===== src/inc/interlock_consts.svh =====
// Timing constants for the issue interlock logic
`ifndef INTERLOCK_CONSTS_SVH
`define INTERLOCK_CONSTS_SVH

// Result latencies, counted from the first issue cycle
`define LAT_LOAD       3'd3
`define LAT_ALU        3'd1
`define LAT_REG_SHIFT  3'd2
`define LAT_SAT        3'd2
`define LAT_SAD        3'd3

// Highest scoreboard count an operand may show and still be used
`define LIMIT_EARLY    3'd0
`define LIMIT_NORMAL   3'd1
`define LIMIT_LATE     3'd2

// Issue cycles with a non-program-counter destination
`define CYC_SINGLE     4'd1
`define CYC_DOUBLE     4'd2

// Program counter write costs
`define CYC_RET_HIT    4'd4
`define CYC_RET_MISS   4'd7
`define CYC_MOV_MIN    4'd5
`define CYC_MOV_MAX    4'd7
`define CYC_IMM_MIN    4'd6
`define CYC_IMM_MAX    4'd7
`define CYC_MOV_REGSH  4'd7
`define CYC_DP_PLAIN   4'd7
`define CYC_DP_REGSH   4'd8

`endif


===== src/inc/interlock_pkg.sv =====
// Types shared by the issue interlock logic
package interlock_pkg;

  typedef enum logic [3:0] {
    OP_ALU,
    OP_MOVE,
    OP_LOAD,
    OP_SAT,
    OP_DSAT,
    OP_MEDIA_ALU,
    OP_MEDIA_SAT,
    OP_MEDIA_X_ALU,
    OP_MEDIA_X_SAT,
    OP_SAD,
    OP_SADA,
    OP_CLZ
  } op_e;

  typedef enum logic [1:0] {
    SHIFT_NONE,
    SHIFT_IMM,
    SHIFT_REG
  } shift_e;

  typedef enum logic [1:0] {
    ST_OPEN,
    ST_SECOND,
    ST_FLUSH
  } state_e;

endpackage


===== src/rtl/issue_hold_counter.sv =====
// Down counter that holds issue closed while the pipeline refills
module issue_hold_counter #(
  parameter int WIDTH = 4
) (
  // Clock and reset
  input  wire logic             clk,
  input  wire logic             rst,
  // Control
  input  wire logic             load,
  input  wire logic [WIDTH-1:0] load_value,
  // Status
  output logic                  last
);

  logic [WIDTH-1:0] count;
  wire  logic       running = (count != '0);

  generate
    if (WIDTH < 3) begin : g_check
      $error("issue_hold_counter needs at least three bits");
    end
  endgenerate

  always_ff @(posedge clk or posedge rst) begin
    if (rst) begin
      count <= '0;
    end else if (load) begin
      count <= load_value;
    end else if (running) begin
      count <= count - WIDTH'(1);
    end
  end

  assign last = (count == WIDTH'(1));

endmodule


===== src/rtl/issue_interlock.sv =====
// Issue stage interlock and cycle timing for integer, saturating, media and SAD operations
`include "interlock_consts.svh"
module issue_interlock #(
  parameter int NUM_REGS = 16,
  parameter int REG_BITS = 4,
  parameter int PC_INDEX = 15
) (
  // Clock and reset
  input  wire logic                  CLOCK,
  input  wire logic                  RST,
  // Issue request
  input  wire logic                  ISSUE_VALID,
  output logic                       ISSUE_READY,
  input  wire interlock_pkg::op_e    OP_CLASS,
  input  wire interlock_pkg::shift_e SHIFT_KIND,
  // Destination
  input  wire logic                  DEST_WRITE,
  input  wire logic [REG_BITS-1:0]   DEST_REG,
  // Sources
  input  wire logic                  FIRST_USED,
  input  wire logic [REG_BITS-1:0]   FIRST_OPERAND_REG,
  input  wire logic                  SECOND_USED,
  input  wire logic [REG_BITS-1:0]   SECOND_OPERAND_REG,
  input  wire logic                  SHIFT_USED,
  input  wire logic [REG_BITS-1:0]   SHIFT_AMOUNT_REG,
  // Condition and return stack
  input  wire logic                  CONDITIONAL,
  input  wire logic                  COND_PASS,
  input  wire logic [3:0]            FLAG_DISTANCE,
  input  wire logic                  FROM_LINK,
  input  wire logic                  RETURN_HIT,
  input  wire logic                  RETURN_EMPTY,
  // Issue report
  output logic                       ISSUED,
  output logic [3:0]                 ISSUE_CYCLES,
  output logic [2:0]                 RESULT_LATENCY,
  output logic                       UNPREDICTABLE,
  output logic                       INTERLOCK,
  output logic                       SECOND_ISSUE,
  output logic                       PC_REFILL
);
  import interlock_pkg::*;

  generate
    if (NUM_REGS != (1 << REG_BITS) || PC_INDEX >= NUM_REGS) begin : g_check
      $error("issue_interlock register count and index width disagree");
    end
  endgenerate

  localparam logic [REG_BITS-1:0] PC_REG = REG_BITS'(PC_INDEX);

  // Scoreboard: cycles until a register is ready for a normal use, plus one
  logic [2:0] ready_count [NUM_REGS];
  logic       from_sad    [NUM_REGS];

  state_e     state;
  state_e     next_state;

  // Operation decode
  wire logic dp_op       = (OP_CLASS == OP_ALU) || (OP_CLASS == OP_MOVE);
  wire logic reg_shift   = dp_op && (SHIFT_KIND == SHIFT_REG);
  wire logic imm_shift   = dp_op && (SHIFT_KIND == SHIFT_IMM);
  wire logic sad_op      = (OP_CLASS == OP_SAD) || (OP_CLASS == OP_SADA);
  wire logic media_x     = (OP_CLASS == OP_MEDIA_X_ALU) || (OP_CLASS == OP_MEDIA_X_SAT);
  wire logic sat_result  = (OP_CLASS == OP_SAT) || (OP_CLASS == OP_DSAT)
                        || (OP_CLASS == OP_MEDIA_SAT) || (OP_CLASS == OP_MEDIA_X_SAT);
  wire logic pc_dest     = DEST_WRITE && (DEST_REG == PC_REG);
  wire logic clz_to_pc   = pc_dest && (OP_CLASS == OP_CLZ);
  wire logic cost_pc     = pc_dest && dp_op;
  wire logic cond_failed = CONDITIONAL && !COND_PASS;

  // Result latency from the first issue cycle
  wire logic [2:0] op_latency = (OP_CLASS == OP_LOAD) ? `LAT_LOAD
                              : sad_op                ? `LAT_SAD
                              : reg_shift             ? `LAT_REG_SHIFT
                              : sat_result            ? `LAT_SAT
                              :                         `LAT_ALU;

  // Operand need: early uses one cycle more, late one cycle less
  wire logic [2:0] first_limit =
      (OP_CLASS == OP_LOAD)  ? `LIMIT_EARLY
    : (OP_CLASS == OP_DSAT)  ? `LIMIT_EARLY
    : reg_shift              ? `LIMIT_LATE
    : (OP_CLASS == OP_SADA) && from_sad[FIRST_OPERAND_REG] ? `LIMIT_LATE
    :                          `LIMIT_NORMAL;
  wire logic [2:0] second_limit =
      imm_shift              ? `LIMIT_EARLY
    : media_x                ? `LIMIT_EARLY
    : sad_op                 ? `LIMIT_EARLY
    :                          `LIMIT_NORMAL;
  wire logic [2:0] shift_limit =
      reg_shift || sad_op    ? `LIMIT_EARLY
    :                          `LIMIT_NORMAL;

  // Operand availability against the scoreboard
  wire logic first_ok  = !FIRST_USED  || (ready_count[FIRST_OPERAND_REG]  <= first_limit);
  wire logic second_ok = !SECOND_USED || (ready_count[SECOND_OPERAND_REG] <= second_limit);
  wire logic shift_ok  = !SHIFT_USED  || (ready_count[SHIFT_AMOUNT_REG]   <= shift_limit);
  wire logic operands_ok = first_ok && second_ok && shift_ok;

  assign ISSUE_READY = (state == ST_OPEN) && operands_ok;

  wire logic accept = ISSUE_VALID && ISSUE_READY;

  // Total cycle cost of the operation
  logic [3:0] op_cycles;

  pc_write_cost u_cost (
    .is_move       (OP_CLASS == OP_MOVE),
    .from_link     (FROM_LINK),
    .shift_kind    (dp_op ? SHIFT_KIND : SHIFT_NONE),
    .writes_pc     (cost_pc),
    .conditional   (CONDITIONAL),
    .cond_pass     (COND_PASS),
    .flag_distance (FLAG_DISTANCE),
    .return_hit    (RETURN_HIT),
    .return_empty  (RETURN_EMPTY),
    .cycles        (op_cycles)
  );

  wire logic       refill_start = accept && cost_pc && !cond_failed;
  wire logic [3:0] hold_value   = op_cycles - 4'h1;
  logic            hold_last;

  issue_hold_counter #(
    .WIDTH (4)
  ) u_hold (
    .clk        (CLOCK),
    .rst        (RST),
    .load       (refill_start),
    .load_value (hold_value),
    .last       (hold_last)
  );

  // Issue sequencing
  always_comb begin
    next_state = state;
    unique case (state)
      ST_OPEN: begin
        if (refill_start) begin
          next_state = ST_FLUSH;
        end else if (accept && reg_shift) begin
          next_state = ST_SECOND;
        end
      end
      ST_SECOND: begin
        next_state = ST_OPEN;
      end
      ST_FLUSH: begin
        if (hold_last) begin
          next_state = ST_OPEN;
        end
      end
    endcase
  end

  always_ff @(posedge CLOCK or posedge RST) begin
    if (RST) begin
      state <= ST_OPEN;
    end else begin
      state <= next_state;
    end
  end

  // Scoreboard entries count down each cycle until zero; non-pc writes whose condition did not fail set the latency
  wire logic sb_write = accept && DEST_WRITE && !pc_dest && !cond_failed;

  genvar r;
  generate
    for (r = 0; r < NUM_REGS; r++) begin : g_sb
      wire logic hit = sb_write && (DEST_REG == REG_BITS'(r));
      always_ff @(posedge CLOCK or posedge RST) begin
        if (RST) begin
          ready_count[r] <= 3'h0;
          from_sad[r]    <= 1'b0;
        end else if (hit) begin
          ready_count[r] <= op_latency;
          from_sad[r]    <= sad_op;
        end else if (ready_count[r] != 3'h0) begin
          ready_count[r] <= ready_count[r] - 3'h1;
        end
      end
    end
  endgenerate

  // Issue report registers
  always_ff @(posedge CLOCK or posedge RST) begin
    if (RST) begin
      ISSUED         <= 1'b0;
      ISSUE_CYCLES   <= 4'h0;
      RESULT_LATENCY <= 3'h0;
      UNPREDICTABLE  <= 1'b0;
      INTERLOCK      <= 1'b0;
    end else begin
      ISSUED         <= accept;
      INTERLOCK      <= ISSUE_VALID && (state == ST_OPEN) && !operands_ok;
      if (accept) begin
        ISSUE_CYCLES   <= op_cycles;
        RESULT_LATENCY <= pc_dest ? 3'h0 : op_latency;
        UNPREDICTABLE  <= clz_to_pc;
      end
    end
  end

  assign SECOND_ISSUE = (state == ST_SECOND);
  assign PC_REFILL    = (state == ST_FLUSH);

endmodule


===== src/rtl/pc_write_cost.sv =====
// Cycle cost of one issued operation, including program counter writes
`include "interlock_consts.svh"
module pc_write_cost (
  // Operation
  input  wire logic                 is_move,
  input  wire logic                 from_link,
  input  wire interlock_pkg::shift_e shift_kind,
  input  wire logic                 writes_pc,
  // Condition
  input  wire logic                 conditional,
  input  wire logic                 cond_pass,
  input  wire logic [3:0]           flag_distance,
  // Return stack
  input  wire logic                 return_hit,
  input  wire logic                 return_empty,
  // Result
  output logic [3:0]                cycles
);
  import interlock_pkg::*;

  wire logic       reg_shift  = (shift_kind == SHIFT_REG);
  wire logic       imm_shift  = (shift_kind == SHIFT_IMM);
  wire logic [3:0] non_pc     = reg_shift ? `CYC_DOUBLE : `CYC_SINGLE;
  wire logic       link_ret   = is_move && from_link && (shift_kind == SHIFT_NONE);
  // Smallest and largest cost of the program counter forms
  wire logic [3:0] min_cost   = link_ret && !conditional && !return_empty
                                ? (return_hit ? `CYC_RET_HIT : `CYC_RET_MISS)
                              : is_move && reg_shift ? `CYC_MOV_REGSH
                              : is_move && imm_shift ? `CYC_IMM_MIN
                              : is_move              ? `CYC_MOV_MIN
                              : reg_shift            ? `CYC_DP_REGSH
                              :                        `CYC_DP_PLAIN;
  wire logic [3:0] max_cost   = link_ret && !conditional && !return_empty ? min_cost
                              : is_move && reg_shift ? `CYC_MOV_REGSH
                              : is_move && imm_shift ? `CYC_IMM_MAX
                              : is_move              ? `CYC_MOV_MAX
                              : reg_shift            ? `CYC_DP_REGSH
                              :                        `CYC_DP_PLAIN;
  // Larger of max minus flag distance and min
  wire logic [3:0] reduced    = (flag_distance >= max_cost) ? 4'h0 : max_cost - flag_distance;
  wire logic [3:0] cond_cost  = (reduced > min_cost) ? reduced : min_cost;
  wire logic       failed     = conditional && !cond_pass;

  assign cycles = !writes_pc || failed ? non_pc
                : conditional          ? cond_cost
                :                        min_cost;

endmodule


===== config.mk =====
export PLATFORM = sky130hd
export DESIGN_NAME = issue_interlock
export DESIGN_NICKNAME = d
export VERILOG_FILES = /design/src/inc/interlock_pkg.sv /design/src/rtl/issue_hold_counter.sv /design/src/rtl/issue_interlock.sv /design/src/rtl/pc_write_cost.sv
export VERILOG_INCLUDE_DIRS = /design/src /design/src/inc
export SDC_FILE = /design/constraint.sdc
export NUM_CORES = 1
export LEC_CHECK = 0
export BUFFER_PORTS_ARGS = -buffer_cell sky130_fd_sc_hd__buf_2
export CAP_MARGIN = 20
export CORE_UTILIZATION = 40
export DETAILED_ROUTE_END_ITERATION = 6
export GPL_TIMING_DRIVEN = 0
export SLEW_MARGIN = 20
export SYNTH_ARGS = -nofsm -noshare
export SYNTH_HDL_FRONTEND = slang
export SYNTH_SLANG_ARGS = --single-unit

===== constraint.sdc =====
create_clock -name CLOCK -period 8.5 [get_ports CLOCK]
set_clock_uncertainty 0.15 [all_clocks]
set_input_delay 0 -clock CLOCK [delete_from_list [all_inputs] [get_ports CLOCK]]
set_output_delay 0 -clock CLOCK [all_outputs]
set_load 0.1 [all_outputs]

==> metrics.md <==
| Metric | Value |
|---|---|
| Critical path, cell by cell | `buf_6, buf_1, mux4_2, mux4_2, a21oi_1, o31a_1, ha_1, inv_1, a21oi_1, a21oi_1, o31a_1, buf_6, buf_12, nor2_1, and2_1, buf_2` |
| Yosys warnings | `0` |
| Initial Utilization | `0.414` |
| Via Count | `4794` |
| Die H | `128 um` |
| P_int | `0.00123 W` |
| Crit path DAT | `4040 ps` |
| Worst-path maximum fanout | `10` |
| Core area | `0.0154 mm^2` |
| Seq. cell area | `0.00198 mm^2` |
| CP max-delay cell | `buf_1` |
| Slew HR | `0.359` |
| Largest net degree at the start of global routing | `54` |
| Final TNS setup | `0 ps` |
| Post-synth EDFFs | `0` |
| Sw Share | `0.430` |
| Post-synth top area cell | `dfrtp_1` |
| Most used cell, CP | `a21oi_1` |
| Placed inst area | `0.00686 mm^2` |
| IO buf count | `38` |
| Share of cells above drive strength 1 | `0.207` |
| CP delay by family, top | `buffers and inverters` |
| Combinational power share | `0.501` |
| Vias in the first global route | `4962` |
| Mean Syn Cell Area | `10.4 um^2` |
| Nets | `752` |
| Setup violators final | `0` |
| Ant diodes | `0` |
| Net Count, Synth | `700` |
| Syn Inst Count | `610` |
| Clock Latency Late Sink | `350 ps` |
| Multi-input logic area | `0.00402 mm^2` |
| HP Class | `input pin to asynchronous set/reset pin` |
| Distinct cells, synth | `60` |
| Register share of total power | `0.324` |
| CTS Sinks | `79` |
| Power Density | `301 mW/mm^2` |
| Final Hold Viols | `0` |
| Antenna Nets Post-Route | `0` |
| Hold_buf cts | `2` |
| PostCTS Resize Cnt | `0` |
| Setup bufs post-CTS | `0` |
| Max-Cap Viols | `0` |
| First-pass GRT wire length | `25.7 mm` |
| Synth top area share | `0.311` |
| Predominant post-synthesis flop cell | `dfrtp_1` |
| Routed WL per cell | `17.9 um` |
| P_leak | `3.19 nW` |
| Setup CP Type | `input pin to primary output` |
| Crit start category | `input pin` |
| I/O pins | `51` |
| Setup ws final | `4310 ps` |
| Mapped cell area | `0.00636 mm^2` |
| Sequential area share after synthesis | `0.311` |
| Asr flop ratio synth | `1.00` |
| Via density | `5.46` |
| CTS tree | `yes` |
| CTS Buf Count | `9` |
| H-Tree Level Count | `3` |
| Total GRT Usage | `0.206` |
| Setup slack, reg-to-reg | `4550 ps` |
| Fin. max-slew vios | `0` |
| Fillers | `1448` |
| WP data required | `8350 ps` |
| Clk buf depth | `2` |
| RSZ-0062 raised after global routing | `no` |
| Gr ovfl total | `0` |
| P&R area growth vs syn | `12.6%` |
| Min Tclk post-route | `4190 ps` |
| Clock power frac | `0.176` |
| DP HPWL | `12.4 mm` |
| Drc violations | `0` |
| Die outline width | `128 um` |
| Worst-path clk slew | `60 ps` |
| Sw Pwr | `0.000926 W` |
| Placer congestion estimate | `0.935` |
| Routed Wire Length | `15.7 mm` |
| Root Buffer | `clkbuf_16` |
| CP endpoint kind | `primary output` |
| Yosys reg bits | `79` |
| Dpl ws | `3890 ps` |
| Crit share post-route | `0.493` |
| CP bufs+invs | `6` |
| Status | `complete, no violations` |
| Drt first pass iters | `4` |
| Fin area | `0.00716 mm^2` |
| 1st-iter DRT viols | `310` |
| Largest cells by area after synthesis | `dfrtp_1, mux4_2, ha_1` |
| Initial antenna violation count | `0` |
| Maximum vdd drop | `119 uV` |
| Fmax | `238 MHz` |
| Die ar. | `0.0164 mm^2` |
| Row count | `45` |
| Tightest Pin Transition | `962 ps` |
| Slowest stage delay, CP | `730 ps` |
==> metal layers <==
| metal | routed length (um) | global-route usage | part of all wire | vias to the layer above |
|---|---|---|---|---|
| met4 | 265 | 0.0775 | 0.017 | 0 |
| met5 | 0 | 0 | 0 | - |
| met1 | 6790 | 0.259 | 0.43 | 2398 |
| met2 | 7880 | 0.351 | 0.50 | 110 |
| met3 | 743 | 0.0392 | 0.047 | 22 |
| li1 | - | - | - | 2264 |
==> per-stage QoR <==
| step | std cells | hold slack (ps) | utilization | total power [W] |
|---|---|---|---|---|
| final | 878 | 39.1 | 0.466 | 0.00215 |
| after global routing | 878 | 99.8 | 0.466 | 0.00233 |
| after CTS | 878 | 51.5 | 0.466 | 0.00216 |
| after detailed placement | 860 | -123 | 0.446 | 0.00178 |
| after global placement | 859 | 285 | 0.444 | 0.00171 |
| after floorplan | 610 | 123 | - | 0.00153 |
==> logic make-up (layout without fill, tap and decap cells) <==
kind of cell	after synthesis	count (layout)	synth area share
simple gates	190	190	0.178
other cells	1	1	0.000589
compound gates	70	70	0.0708
fa+ha+maj	52	52	0.103
xor+xnor	24	24	0.0330
mux	108	108	0.244
buf+inv	86	143	0.0596
flops	79	79	0.311
==> power by group through the flow <==
stage               logic (W)  registers [W]  clock network (W)
floorplan            0.000827       0.000703                  0
global placement      0.00103       0.000687                  0
detailed placement    0.00108       0.000698                  0
CTS                   0.00109       0.000693           0.000386
global route          0.00122       0.000719           0.000398
finish                0.00108       0.000698           0.000378
==> placed cells by master (no fill, tap or decap), types with 3 or more instances in the layout <==
cell	n
clkbuf_1	17
or3_1	5
and2_1	3
a21oi_1	19
nor4b_1	3
mux4_2	31
o31a_1	3
buf_2	43
clkbuf_16	9
mux2_4	5
nand2b_1	21
mux2_2	18
dfrtp_1	79
xnor2_1	21
nor2_1	67
a211oi_1	4
nor2b_1	4
inv_1	56
nor4_4	12
o21ai_0	20
clkbuf_8	3
buf_4	3
buf_6	3
nand4_1	4
mux2i_1	51
ha_1	51
nor3b_1	4
xor2_1	3
nor3_1	13
nand2_1	38
or4_1	3
a211o_1	4
==> state kept, by name (all words and copies together), names as in the netlist <==
register        count
INTERLOCK           1
ready_count        48
state               2
u_hold.count        4
from_sad           16
UNPREDICTABLE       1
ISSUED              1
RESULT_LATENCY      2
ISSUE_CYCLES        4
==> synthesized netlist by cell type (5+ instances only) <==
master,count
nand2b_1,21
nor3_1,13
or3_1,5
nor2_1,67
a21oi_1,19
xnor2_1,21
inv_1,57
o21ai_0,20
mux2_2,18
mux4_2,31
mux2i_1,51
nand2_1,38
mux2_4,5
nor4_4,12
buf_2,5
dfrtp_1,79
clkbuf_1,15
ha_1,51
==> worst min-delay path, delay by kind of cell <==
family	cells	cell delay, ps
buf+inv	3	950
==> layout make-up <==
type / instances / share of cell area
multi-input combinational: 445 / 0.561
sequential: 79 / 0.276
clock buffer: 14 / 0.0383
tap: 211 / 0.0369
timing repair buffer: 41 / 0.0332
inverter: 57 / 0.0302
buffer: 29 / 0.0231
clock inverter: 2 / 0.00192
==> worst paths after layout <==
check | from | endpoint | cells past startpoint
setup reg to reg | from_sad[6]$_DFFE_PP0P_ | from_sad[12]$_DFFE_PP0P_ | 13
min in group CLOCK | DEST_REG[0] | ready_count[26]$_DFFE_PP0P_ | 4
hold / removal | RST | ISSUE_CYCLES[3]$_DFFE_PP0P_ | 3
hold reg to reg | from_sad[0]$_DFFE_PP0P_ | from_sad[0]$_DFFE_PP0P_ | 1
max in group asynchronous | RST | ready_count[12]$_DFFE_PP0P_ | 4
setup / recovery | FIRST_OPERAND_REG[0] | ISSUE_READY | 16
(Power assumes the default switching activity.)
